[src/hw/t2cto_pkg.sv]
// Operation
// RQ1: overflow flag sticky, cleared only by software
// RQ2: no overflow flag while baud or clock-out
// RQ3: external flag set on triggered capture/reload
// RQ4: 16-bit count of ticks or external events
// RQ5: capture on falling edge when enabled
// RQ6: reload on overflow or falling edge
// RQ7: baud mode always auto-reloads on overflow
// RQ8: basic timer overflow inverts its toggle output
// RQ9: enable bit picks port data or toggle
// RQ10: toggle rate follows prescaler and reload values
// RQ11: overflow and underflow set flag, raise request
// RQ12: reload, capture and baud modes supported
// RQ13: capture without trigger runs as plain counter
// RQ14: falling edge copies count into capture registers
// RQ15: external flag raises request in capture mode
// RQ16: select bits route timer2 rate to uarts
// RQ17: run bit starts and stops timer2
// RQ18: mode decode follows the mode table
// RQ19: basic flag blocked while toggle output enabled
// RQ20: external flag sticky until software clears it; up/down mode toggles it in hardware on overflow or underflow
// RQ21: capture input synchronised, edges from samples
package t2cto_pkg;

  // ****************************************************************
  // register map, byte addresses on the apb bus
  // ****************************************************************
  localparam int unsigned T2CTO_ADDR_W = 12;
  localparam logic [11:0] OFS_CONTROL = 12'h418;
  localparam logic [11:0] OFS_COUNT = 12'h41C;
  localparam logic [11:0] OFS_CAPTURE = 12'h420;
  localparam logic [11:0] OFS_MODE_EXT = 12'h424;
  localparam logic [11:0] OFS_EXT_STATUS = 12'h428;
  localparam logic [11:0] OFS_BASIC_FLAGS = 12'h42C;

  // ****************************************************************
  // field positions
  // ****************************************************************
  localparam int unsigned BIT_T0_TOGGLE_EN = 0;
  localparam int unsigned BIT_T1_TOGGLE_EN = 2;

  // ****************************************************************
  // reset values and count limits
  // ****************************************************************
  localparam logic [7:0] RST_CONTROL = 8'h00;
  localparam logic [7:0] RST_MODE_EXT = 8'h00;
  localparam logic [7:0] RST_EXT_STATUS = 8'h00;
  localparam logic [15:0] RST_COUNT = 16'h0000;
  localparam logic [15:0] RST_CAPTURE = 16'h0000;
  localparam logic [15:0] COUNT_MAX = 16'hFFFF;

  // control register layout, msb first
  typedef struct packed {
    logic timer2_overflow_flag;
    logic timer2_external_edge_flag;
    logic uart0_receive_clock_select;
    logic uart0_transmit_clock_select;
    logic timer2_external_trigger_enable;
    logic timer2_run;
    logic timer2_counter_select;
    logic capture_reload_select;
  } t2cto_ctrl_type;

  // mode extension register layout, msb first
  typedef struct packed {
    logic [1:0] spare_hi;
    logic uart1_receive_clock_select;
    logic uart1_transmit_clock_select;
    logic [1:0] spare_lo;
    logic timer2_clock_out_enable;
    logic down_count_enable;
  } t2cto_mode_ext_type;

  // decoded operating mode
  typedef enum logic [2:0] {
    MODE_OFF = 3'b000,
    MODE_RELOAD_UP = 3'b001,
    MODE_RELOAD_UPDOWN = 3'b010,
    MODE_CAPTURE = 3'b011,
    MODE_BAUD = 3'b100
  } t2cto_mode_type;

endpackage

[src/hw/t2cto_toggle.sv]
`timescale 1ns/1ns
// ******************************************************************
// overflow toggle outputs and flags of the basic timers
// ******************************************************************
module t2cto_toggle
  import t2cto_pkg::*;
#(
  parameter int unsigned CHANNELS = 2
)
(
  input wire logic clk_sys,
  input wire logic rst_n,
  input wire logic clk_en,
  input wire logic [CHANNELS-1:0] overflow_in,
  input wire logic [CHANNELS-1:0] toggle_enable,
  input wire logic [CHANNELS-1:0] port_data,
  input wire logic [CHANNELS-1:0] port_drive,
  input wire logic flag_write,
  input wire logic [CHANNELS-1:0] flag_wdata,
  output logic [CHANNELS-1:0] pin_out,
  output logic [CHANNELS-1:0] pin_oe,
  output logic [CHANNELS-1:0] overflow_flag
);

  // refuse an empty channel set
  if (CHANNELS < 1)
  begin : g_bad
    $error("t2cto_toggle needs at least one channel");
  end

  for (genvar i = 0; i < CHANNELS; i++)
  begin : g_chan
    logic toggle_reg; // level inverted on each overflow

    // toggle flop, one inversion per overflow
    // RQ8: invert on overflow
    // RQ10: rate set by overflow period
    always_ff @(posedge clk_sys or negedge rst_n)
    begin
      if (!rst_n)
        toggle_reg <= 1'b0;
      else if (clk_en && overflow_in[i])
        toggle_reg <= ~toggle_reg;
    end

    // pin drive, port latch or toggle level
    // RQ9: select pin source
    always_ff @(posedge clk_sys or negedge rst_n)
    begin
      if (!rst_n)
      begin
        pin_out[i] <= 1'b0;
        pin_oe[i] <= 1'b0;
      end
      else if (clk_en)
      begin
        pin_out[i] <= toggle_enable[i] ? toggle_reg : port_data[i];
        pin_oe[i] <= toggle_enable[i] | port_drive[i];
      end
    end

    // overflow flag, set wins over software clear
    // RQ19: blocked by toggle enable
    always_ff @(posedge clk_sys or negedge rst_n)
    begin
      if (!rst_n)
        overflow_flag[i] <= 1'b0;
      else if (clk_en)
      begin
        if (overflow_in[i] && !toggle_enable[i])
          overflow_flag[i] <= 1'b1;
        else if (flag_write)
          overflow_flag[i] <= flag_wdata[i];
      end
    end

    AST_TOGGLE_INVERT: assert property ( // RQ8
      @(posedge clk_sys) disable iff (!rst_n)
      (clk_en && overflow_in[i]) |=> (toggle_reg != $past(toggle_reg)))
      else $error("toggle level did not invert on overflow");

    AST_FLAG_BLOCKED: assert property ( // RQ19
      @(posedge clk_sys) disable iff (!rst_n)
      (toggle_enable[i] && !overflow_flag[i] && !flag_write) |=> !overflow_flag[i])
      else $error("basic flag set while toggle output enabled");
  end

endmodule

[src/hw/t2cto_top.sv]
`timescale 1ns/1ns
// ******************************************************************
// timer2 with capture, reload, baud ticks and toggle outputs
// ******************************************************************
module t2cto_top
  import t2cto_pkg::*;
#(
  parameter int unsigned ADDR_W = T2CTO_ADDR_W
)
(
  input wire logic clk_sys,
  input wire logic rst_n,
  input wire logic clk_en,
  input wire logic psel,
  input wire logic penable,
  input wire logic pwrite,
  input wire logic [ADDR_W-1:0] paddr,
  input wire logic [31:0] pwdata,
  output logic pready,
  output logic [31:0] prdata,
  output logic pslverr,
  input wire logic timer_tick,
  input wire logic timer2_count_in,
  input wire logic capture_reload_input,
  input wire logic timer0_overflow_in,
  input wire logic timer1_overflow_in,
  input wire logic [1:0] port_latch_data,
  input wire logic [1:0] port_drive_en,
  output logic [1:0] toggle_pin_out,
  output logic [1:0] toggle_pin_oe,
  output logic uart0_rx_clk_tick,
  output logic uart0_tx_clk_tick,
  output logic uart1_rx_clk_tick,
  output logic uart1_tx_clk_tick,
  output logic timer2_irq
);

  // the map needs twelve address bits
  if (ADDR_W < T2CTO_ADDR_W)
  begin : g_bad_addr
    $error("t2cto_top address bus too narrow");
  end

  // ****************************************************************
  // declarations
  // ****************************************************************
  t2cto_ctrl_type ctrl_reg; // control register
  t2cto_ctrl_type ctrl_next; // control register next value
  t2cto_mode_ext_type mode_reg; // mode extension register
  logic [7:0] ext_status_reg; // toggle output enables
  logic [15:0] count_reg; // timer2 count
  logic [15:0] count_next; // count next value
  logic [15:0] capture_reg; // capture / reload value
  logic ex_meta_reg; // capture input first stage
  logic ex_sync_reg; // capture input synchronised
  logic ex_prev_reg; // previous synchronised sample
  logic cnt_meta_reg; // count input first stage
  logic cnt_sync_reg; // count input synchronised
  logic cnt_prev_reg; // previous count sample
  logic pready_reg; // apb answer
  logic [31:0] prdata_reg; // apb read data
  logic pslverr_reg; // apb error
  logic irq_reg; // timer2 interrupt request
  logic [3:0] tick_reg; // uart baud ticks
  logic [1:0] basic_flags; // basic timer overflow flags
  t2cto_mode_type cur_mode; // decoded mode
  logic baud_any; // any uart select bit set
  logic ext_fall; // falling edge on capture input
  logic cnt_fall; // falling edge on count input
  logic step; // count one this cycle
  logic ovf_evt; // overflow this cycle
  logic unf_evt; // underflow this cycle
  logic capture_now; // capture this cycle
  logic ext_evt; // external trigger acted
  logic exf_toggle; // flag toggle in up/down mode
  logic tf2_set; // overflow flag set request
  logic exf_base; // flag before hardware update
  logic commit; // apb write takes effect
  logic [31:0] rd_mux; // read data selection
  logic rd_hit; // address is mapped
  logic wr_ctrl; // write control register
  logic wr_count; // write count register
  logic wr_capture; // write capture register
  logic wr_mode; // write mode extension
  logic wr_status; // write extended status
  logic wr_flags; // write basic flags

  // ****************************************************************
  // pin synchronisers and edge detection
  // ****************************************************************

  // two flops per pin, then one more for the edge compare
  // RQ21: synchronise and compare
  always_ff @(posedge clk_sys or negedge rst_n)
  begin
    if (!rst_n)
    begin
      ex_meta_reg <= 1'b1;
      ex_sync_reg <= 1'b1;
      ex_prev_reg <= 1'b1;
      cnt_meta_reg <= 1'b1;
      cnt_sync_reg <= 1'b1;
      cnt_prev_reg <= 1'b1;
    end
    else if (clk_en)
    begin
      ex_meta_reg <= capture_reload_input;
      ex_sync_reg <= ex_meta_reg;
      ex_prev_reg <= ex_sync_reg;
      cnt_meta_reg <= timer2_count_in;
      cnt_sync_reg <= cnt_meta_reg;
      cnt_prev_reg <= cnt_sync_reg;
    end
  end

  assign ext_fall = ex_prev_reg & ~ex_sync_reg;
  assign cnt_fall = cnt_prev_reg & ~cnt_sync_reg;

  // ****************************************************************
  // mode decode
  // ****************************************************************
  assign baud_any = ctrl_reg.uart0_receive_clock_select
    | ctrl_reg.uart0_transmit_clock_select
    | mode_reg.uart1_receive_clock_select
    | mode_reg.uart1_transmit_clock_select;

  // table decode, baud selects override capture select
  // RQ18: mode table
  // RQ12: three modes
  always_comb
  begin
    if (!ctrl_reg.timer2_run)
      cur_mode = MODE_OFF;
    else if (baud_any)
      cur_mode = MODE_BAUD;
    else if (ctrl_reg.capture_reload_select)
      cur_mode = MODE_CAPTURE;
    else if (mode_reg.down_count_enable)
      cur_mode = MODE_RELOAD_UPDOWN;
    else
      cur_mode = MODE_RELOAD_UP;
  end

  // count source, prescaled tick or external events
  // RQ4: timer or counter
  // RQ17: run gates counting
  assign step = ctrl_reg.timer2_run
    & (ctrl_reg.timer2_counter_select ? cnt_fall : timer_tick);

  // ****************************************************************
  // counter datapath
  // ****************************************************************

  // next count and events for the current mode
  always_comb
  begin
    count_next = count_reg;
    ovf_evt = 1'b0;
    unf_evt = 1'b0;
    capture_now = 1'b0;
    ext_evt = 1'b0;
    exf_toggle = 1'b0;
    case (cur_mode)
      // RQ7: baud always reloads
      MODE_BAUD:
      begin
        if (step)
        begin
          ovf_evt = (count_reg == COUNT_MAX);
          count_next = ovf_evt ? capture_reg : count_reg + 16'h0001;
        end
      end
      // RQ13: plain wrap counter
      // RQ5: capture on edge
      MODE_CAPTURE:
      begin
        if (step)
        begin
          ovf_evt = (count_reg == COUNT_MAX);
          count_next = count_reg + 16'h0001;
        end
        if (ctrl_reg.timer2_external_trigger_enable && ext_fall)
        begin
          capture_now = 1'b1;
          ext_evt = 1'b1;
        end
      end
      // RQ6: reload on overflow or edge
      MODE_RELOAD_UP:
      begin
        if (ctrl_reg.timer2_external_trigger_enable && ext_fall)
        begin
          count_next = capture_reg;
          ext_evt = 1'b1;
        end
        else if (step)
        begin
          ovf_evt = (count_reg == COUNT_MAX);
          count_next = ovf_evt ? capture_reg : count_reg + 16'h0001;
        end
      end
      // direction from capture input level
      // RQ11: underflow too
      MODE_RELOAD_UPDOWN:
      begin
        if (step)
        begin
          if (ex_sync_reg)
          begin
            ovf_evt = (count_reg == COUNT_MAX);
            count_next = ovf_evt ? capture_reg : count_reg + 16'h0001;
          end
          else
          begin
            unf_evt = (count_reg == capture_reg);
            count_next = unf_evt ? COUNT_MAX : count_reg - 16'h0001;
          end
        end
        exf_toggle = ovf_evt | unf_evt;
      end
      MODE_OFF:
      begin
        count_next = count_reg;
      end
      default:
      begin
        count_next = count_reg;
      end
    endcase
  end

  // suppress flag while timer2 feeds uarts or clock-out
  // RQ2: baud blocks flag
  // RQ11: overflow or underflow
  assign tf2_set = (ovf_evt | unf_evt) & ~baud_any
    & ~mode_reg.timer2_clock_out_enable;

  // count register, software write wins over counting
  always_ff @(posedge clk_sys or negedge rst_n)
  begin
    if (!rst_n)
      count_reg <= RST_COUNT;
    else if (clk_en)
    begin
      if (wr_count)
        count_reg <= pwdata[15:0];
      else
        count_reg <= count_next;
    end
  end

  // capture register, low and high bytes together
  // RQ14: copy count bytes
  always_ff @(posedge clk_sys or negedge rst_n)
  begin
    if (!rst_n)
      capture_reg <= RST_CAPTURE;
    else if (clk_en)
    begin
      if (wr_capture)
        capture_reg <= pwdata[15:0];
      else if (capture_now)
        capture_reg <= count_reg;
    end
  end

  // ****************************************************************
  // control register and flags
  // ****************************************************************

  // hardware sets win over a software clear in the same cycle
  always_comb
  begin
    ctrl_next = ctrl_reg;
    if (wr_ctrl)
      ctrl_next = t2cto_ctrl_type'(pwdata[7:0]);
    exf_base = ctrl_next.timer2_external_edge_flag;
    // RQ1: set only, software clears
    if (tf2_set)
      ctrl_next.timer2_overflow_flag = 1'b1;
    // RQ3: set on triggered edge
    // RQ20: no hardware clear except the up/down toggle
    if (ext_evt)
      ctrl_next.timer2_external_edge_flag = 1'b1;
    else if (exf_toggle)
      ctrl_next.timer2_external_edge_flag = ~exf_base;
  end

  // control register update
  always_ff @(posedge clk_sys or negedge rst_n)
  begin
    if (!rst_n)
      ctrl_reg <= t2cto_ctrl_type'(RST_CONTROL);
    else if (clk_en)
      ctrl_reg <= ctrl_next;
  end

  // mode extension and toggle enable registers
  always_ff @(posedge clk_sys or negedge rst_n)
  begin
    if (!rst_n)
    begin
      mode_reg <= t2cto_mode_ext_type'(RST_MODE_EXT);
      ext_status_reg <= RST_EXT_STATUS;
    end
    else if (clk_en)
    begin
      if (wr_mode)
        mode_reg <= t2cto_mode_ext_type'(pwdata[7:0] & 8'h33);
      if (wr_status)
        ext_status_reg <= pwdata[7:0] & 8'h05;
    end
  end

  // ****************************************************************
  // interrupt request and uart baud ticks
  // ****************************************************************

  // request from either flag; edge flag silent in up/down mode
  // RQ15: edge flag interrupts
  // RQ11: flag as request
  always_ff @(posedge clk_sys or negedge rst_n)
  begin
    if (!rst_n)
      irq_reg <= 1'b0;
    else if (clk_en)
      irq_reg <= ctrl_reg.timer2_overflow_flag
        | (ctrl_reg.timer2_external_edge_flag & (cur_mode != MODE_RELOAD_UPDOWN));
  end

  // each select moves a uart from timer1 to timer2 rate
  // RQ16: baud source select
  always_ff @(posedge clk_sys or negedge rst_n)
  begin
    if (!rst_n)
      tick_reg <= 4'h0;
    else if (clk_en)
    begin
      tick_reg[0] <= ctrl_reg.uart0_receive_clock_select ? ovf_evt : timer1_overflow_in;
      tick_reg[1] <= ctrl_reg.uart0_transmit_clock_select ? ovf_evt : timer1_overflow_in;
      tick_reg[2] <= mode_reg.uart1_receive_clock_select ? ovf_evt : timer1_overflow_in;
      tick_reg[3] <= mode_reg.uart1_transmit_clock_select ? ovf_evt : timer1_overflow_in;
    end
  end

  // ****************************************************************
  // basic timer toggle outputs
  // ****************************************************************
  t2cto_toggle #(
    .CHANNELS(2)
  ) u_toggle (
    .clk_sys(clk_sys),
    .rst_n(rst_n),
    .clk_en(clk_en),
    .overflow_in({timer1_overflow_in, timer0_overflow_in}),
    .toggle_enable({ext_status_reg[BIT_T1_TOGGLE_EN], ext_status_reg[BIT_T0_TOGGLE_EN]}),
    .port_data(port_latch_data),
    .port_drive(port_drive_en),
    .flag_write(wr_flags),
    .flag_wdata(pwdata[1:0]),
    .pin_out(toggle_pin_out),
    .pin_oe(toggle_pin_oe),
    .overflow_flag(basic_flags)
  );

  // ****************************************************************
  // apb slave, one wait state, write at the completing edge
  // ****************************************************************
  assign commit = clk_en & psel & penable & pready_reg & pwrite & rd_hit;
  assign wr_ctrl = commit & (paddr[11:0] == OFS_CONTROL);
  assign wr_count = commit & (paddr[11:0] == OFS_COUNT);
  assign wr_capture = commit & (paddr[11:0] == OFS_CAPTURE);
  assign wr_mode = commit & (paddr[11:0] == OFS_MODE_EXT);
  assign wr_status = commit & (paddr[11:0] == OFS_EXT_STATUS);
  assign wr_flags = commit & (paddr[11:0] == OFS_BASIC_FLAGS);

  // read selection, unmapped answers zero with error
  always_comb
  begin
    rd_hit = 1'b1;
    rd_mux = 32'h0000_0000;
    if ((paddr >> 12) != '0)
      rd_hit = 1'b0;
    else
    begin
      case (paddr[11:0])
        OFS_CONTROL: rd_mux[7:0] = ctrl_reg;
        OFS_COUNT: rd_mux[15:0] = count_reg;
        OFS_CAPTURE: rd_mux[15:0] = capture_reg;
        OFS_MODE_EXT: rd_mux[7:0] = mode_reg;
        OFS_EXT_STATUS: rd_mux[7:0] = ext_status_reg;
        OFS_BASIC_FLAGS: rd_mux[1:0] = basic_flags;
        default: rd_hit = 1'b0;
      endcase
    end
  end

  // answer one cycle into the access phase
  always_ff @(posedge clk_sys or negedge rst_n)
  begin
    if (!rst_n)
    begin
      pready_reg <= 1'b0;
      prdata_reg <= 32'h0000_0000;
      pslverr_reg <= 1'b0;
    end
    else if (clk_en)
    begin
      if (psel && penable && !pready_reg)
      begin
        pready_reg <= 1'b1;
        prdata_reg <= pwrite ? 32'h0000_0000 : rd_mux;
        pslverr_reg <= ~rd_hit;
      end
      else
      begin
        pready_reg <= 1'b0;
        pslverr_reg <= 1'b0;
      end
    end
  end

  assign pready = pready_reg;
  assign prdata = prdata_reg;
  assign pslverr = pslverr_reg;
  assign timer2_irq = irq_reg;
  assign uart0_rx_clk_tick = tick_reg[0];
  assign uart0_tx_clk_tick = tick_reg[1];
  assign uart1_rx_clk_tick = tick_reg[2];
  assign uart1_tx_clk_tick = tick_reg[3];

  // ****************************************************************
  // checks
  // ****************************************************************
  AST_TF2_STICKY: assert property ( // RQ1
    @(posedge clk_sys) disable iff (!rst_n)
    $fell(ctrl_reg.timer2_overflow_flag) |-> $past(wr_ctrl))
    else $error("overflow flag cleared without a write");

  AST_TF2_BLOCKED: assert property ( // RQ2
    @(posedge clk_sys) disable iff (!rst_n)
    (clk_en && baud_any && !wr_ctrl && !ctrl_reg.timer2_overflow_flag)
      |=> !ctrl_reg.timer2_overflow_flag)
    else $error("overflow flag set in baud mode");

  AST_TIMER2_EXTERNAL_EDGE_FLAG_SET: assert property ( // RQ3
    @(posedge clk_sys) disable iff (!rst_n)
    (clk_en && ext_fall && ctrl_reg.timer2_external_trigger_enable
      && (cur_mode == MODE_CAPTURE || cur_mode == MODE_RELOAD_UP))
      |=> ctrl_reg.timer2_external_edge_flag)
    else $error("external flag not set on edge");

  AST_CAPTURE: assert property ( // RQ14
    @(posedge clk_sys) disable iff (!rst_n)
    (clk_en && capture_now && !wr_capture) |=> (capture_reg == $past(count_reg)))
    else $error("capture value wrong");

  AST_EDGE_RELOAD: assert property ( // RQ6
    @(posedge clk_sys) disable iff (!rst_n)
    (clk_en && cur_mode == MODE_RELOAD_UP && ext_fall
      && ctrl_reg.timer2_external_trigger_enable && !wr_count)
      |=> (count_reg == $past(capture_reg)))
    else $error("edge reload missing");

  AST_BAUD_RELOAD: assert property ( // RQ7
    @(posedge clk_sys) disable iff (!rst_n)
    (clk_en && cur_mode == MODE_BAUD && step && count_reg == COUNT_MAX && !wr_count)
      |=> (count_reg == $past(capture_reg)))
    else $error("baud overflow did not reload");

  AST_STOPPED: assert property ( // RQ17
    @(posedge clk_sys) disable iff (!rst_n)
    (clk_en && !ctrl_reg.timer2_run && !wr_count) |=> $stable(count_reg))
    else $error("count moved while stopped");

  AST_TIMER2_EXTERNAL_EDGE_FLAG_STICKY: assert property ( // RQ20
    @(posedge clk_sys) disable iff (!rst_n)
    $fell(ctrl_reg.timer2_external_edge_flag) |-> ($past(wr_ctrl) || $past(exf_toggle)))
    else $error("external flag cleared by hardware");

  AST_UART_TICK: assert property ( // RQ16
    @(posedge clk_sys) disable iff (!rst_n)
    (clk_en && ctrl_reg.uart0_receive_clock_select && ovf_evt) |=> uart0_rx_clk_tick)
    else $error("uart0 receive tick missing");

endmodule

[config.mk]
export PLATFORM = sky130hd
export DESIGN_NAME = t2cto_top
export DESIGN_NICKNAME = d
export VERILOG_FILES = /design/src/hw/t2cto_pkg.sv /design/src/hw/t2cto_toggle.sv /design/src/hw/t2cto_top.sv
export SDC_FILE = /design/constraint.sdc
export NUM_CORES = 1
export LEC_CHECK = 0
export ABC_AREA = 1
export BUFFER_PORTS_ARGS = -buffer_cell sky130_fd_sc_hd__buf_4
export CAP_MARGIN = 5
export CORE_MARGIN = 4
export CORE_UTILIZATION = 55
export CTS_CLUSTER_DIAMETER = 150
export CTS_CLUSTER_SIZE = 24
export DETAILED_ROUTE_END_ITERATION = 12
export PLACE_DENSITY = 0.8
export SYNTH_ARGS = -nofsm -noshare
export SYNTH_HDL_FRONTEND = slang
export SYNTH_SLANG_ARGS = --single-unit
[constraint.sdc]
create_clock -name clk_sys -period 5.65 [get_ports clk_sys]
set_clock_uncertainty 0.2 [all_clocks]
set_input_delay 0 -clock clk_sys [delete_from_list [all_inputs] [get_ports clk_sys]]
set_output_delay 0 -clock clk_sys [all_outputs]
set_load 0.01 [all_outputs]
==> impl_metrics.env <==
export IMPL_ys_seq_area_frac=0.310
export IMPL_grt_pass1_wl_um=38300
export IMPL_cp_end_kind="flop"
export IMPL_cp_start_kind="input pin"
export IMPL_synthCells=1082
export IMPL_ff_latch_area_um2=2080
export IMPL_die_w_um=119
export IMPL_finalCritPeriodShare=0.689
export IMPL_syn_area_um2=6720
export IMPL_place_hpwl_um=16100
export IMPL_start_util=0.560
export IMPL_whs_ps=42.7
export IMPL_die_area_um2=14100
export IMPL_yosys_area_share_xor_xnor=0.0339
export IMPL_synth_most_common_cell="nand2_1"
export IMPL_combPwrFrac=0.142
export IMPL_ir_drop_uv=154
export IMPL_worstHoldPathCells=6
export IMPL_path_clk_slew_ps=80
export IMPL_postCtsHoldBufs=45
export IMPL_fmax_mhz=257
export IMPL_die_h_um=119
export IMPL_max_slew_margin=0.180
export IMPL_finalNetCount=1221
export IMPL_crit_required_ps=5690
export IMPL_synthMuxAreaShare=0
export IMPL_clk_latency_ps=360
export IMPL_synth_area_leader_cell="dfrtp_1"
export IMPL_cp_max_fo=37
export IMPL_synth_top_family_by_area="simple AND/OR/NAND/NOR gates"
export IMPL_antenna_found_initial=0
export IMPL_post_synth_top_area_fraction=0.287
export IMPL_drc_errors=0
export IMPL_p_leak_nw=4.07
export IMPL_clk_path_buf_depth=2
export IMPL_dr_pass1_iters=5
export IMPL_critical_path_class="in -> reg"
export IMPL_power_frac_clock=0.413
export IMPL_synth_cell_types=39
export IMPL_swShare=0.303
export IMPL_diodes=0
export IMPL_synth_fa_ha_area_frac=0.00372
export IMPL_ys_flop_type="dfrtp_1"
export IMPL_p_per_area_nw_per_um2=186
export IMPL_core_area_um2=12000
export IMPL_overflow=0
export IMPL_synthTopCellsByCount="nand2_1 (365), nand3_1 (121), inv_1 (114), nor2_1 (100), dfrtp_1 (77)"
export IMPL_port_buffers=69
export IMPL_gp_congestion=0.989
export IMPL_first_global_vias=7112
export IMPL_synth_avg_cell_area_um2=6.21
export IMPL_synth_compound_area_frac=0.130
export IMPL_fin_cells=1312
export IMPL_post_cts_buffers=0
export IMPL_drive_gt1_frac=0.100
export IMPL_rr_worst_depth=10
export IMPL_synth_edf_count=0
export IMPL_rsz0062_at_grt="no"
export IMPL_intPower_mw=1.03
export IMPL_ys_ff_latch=83
export IMPL_ys_warn_count=0
export IMPL_grt_max_degree=56
export IMPL_run_status="completed"
export IMPL_core_rowCount=40
export IMPL_hold_violations=0
export IMPL_post_cts_resized=0
export IMPL_fill_cells=1123
export IMPL_multiInputGateArea_um2=3900
export IMPL_synth_simple_area_share=0.404
export IMPL_tns_ps=0
export IMPL_cap_violations=0
export IMPL_cts_inserted_buffers=9
export IMPL_grt_total_usage=0.344
export IMPL_area_growth_pct=17.8
export IMPL_cts_tree="done"
export IMPL_fin_crit_ps=3890
export IMPL_drt_wl_total_um=24000
export IMPL_root_buffer="clkbuf_16"
export IMPL_drtIter0Drc=890
export IMPL_place_inst=1251
export IMPL_hold_class="in -> reg"
export IMPL_ant_nets=0
export IMPL_num_vias=7684
export IMPL_io_pins=102
export IMPL_p_switching_mw=0.445
export IMPL_tightest_slew_ps=1230
export IMPL_critical_path_arrival_ps=3940
export IMPL_finalMaxSlewViolations=0
export IMPL_clock_sink_count=83
export IMPL_viasPerCell=5.86
export IMPL_pwr_share_seq=0.445
export IMPL_synthTopCellsByArea="dfrtp_1 (29%), nand2_1 (20%), nand3_1 (9.0%), inv_1 (6.4%), nor2_1 (5.6%)"
export IMPL_wl_per_cell_um=18.3
export IMPL_h_tree_depth=3
export IMPL_setup_violations=0
export IMPL_synthArstFlopShare=1.00
[layer usage]
metal | wire, µm | vias to the layer above | GRT usage
met1 | 9590 | 3494 | 0.479
met3 | 3240 | 81 | 0.0904
met2 | 10200 | 500 | 0.508
met5 | 0 | - | 0
met4 | 958 | 0 | 0.143
li1 | - | 3609 | -
[power groups by stage]
stage               registers, mW  logic [mW]  clock network (mW)
finish                      0.655       0.209               0.608
global route                0.658       0.233               0.634
CTS                         0.653       0.205               0.610
detailed placement          0.665       0.182                   0
global placement            0.664       0.179                   0
floorplan                   0.648       0.128                   0
[kinds of logic (layout without fill, tap and decap cells)]
kind of cell / count (synthesis) / after routing
buffers and inverters: 183 / 251
AO/OA/AOI/OAI: 150 / 150
adder cells (fa/ha/maj): 2 / 2
AND/OR/NAND/NOR: 637 / 637
flip-flops: 83 / 83
XOR/XNOR: 26 / 26
other: 1 / 16
[layout make-up]
| type | instances | area share |
|---|---|---|
| clock buffers | 9 | 0.0284 |
| repair buffers | 118 | 0.127 |
| multi-input cells | 831 | 0.492 |
| flip-flops and latches | 83 | 0.263 |
| clock inverters | 7 | 0.00964 |
| inverters | 117 | 0.0555 |
| well taps | 147 | 0.0232 |
[final timing paths]
check	startpoint	to	slack [ps]
min in group asynchronous	rst_n	count_reg[9]	500
min reg2reg	cnt_meta_reg	cnt_sync_reg	270
max in group asynchronous	rst_n	count_reg[1]	3980
max	clk_en	mode_reg[5]	1760
min	paddr[4]	ext_status_reg[0]	40
max reg2reg	cnt_prev_reg	tick_reg[0]	2220
[worst max-delay path, stage by stage]
cell           delay [ps]
dlygate4sd3_1         530
buf_4                 420
nand3_2               130
dlygate4sd3_1         590
nor3_2                410
inv_1                 170
a21oi_4               440
nand4_1               410
nand2_1               160
o21ai_0                90
dlygate4sd3_1         570
[layout by cell type (no fill, tap or decap), types with 3 or more instances in the layout]
master,n
nand3_1,121
nor2_2,5
nand2_4,3
nor3_1,8
conb_1,16
o21ai_0,62
inv_1,114
clkbuf_16,9
nand2_2,3
nand3b_1,11
a22o_1,8
buf_4,73
dfstp_2,6
dlygate4sd3_1,44
dfrtp_1,77
o221ai_1,4
inv_8,3
xnor2_1,3
nor2_1,100
xor2_1,23
nand3_2,4
a21oi_1,31
nand2_1,365
o21ai_1,10
o211ai_1,6
nor3_2,3
a22oi_1,5
nand4_1,14
o22ai_1,17
[through the flow]
stage / setup WS, ps / power [mW] / utilization / cell area (µm²)
6_report: 1760 / 1.47 / 0.659 / 7920
5_1_grt: 1490 / 1.53 / 0.659 / 7920
4_1_cts: 1880 / 1.47 / 0.659 / 7920
3_5_place_dp: 2030 / 0.846 / 0.596 / 7150
3_3_place_gp: 2050 / 0.843 / 0.596 / 7150
2_1_floorplan: 3480 / 0.776 / - / 6780
Power figures use the tool's default switching activity.
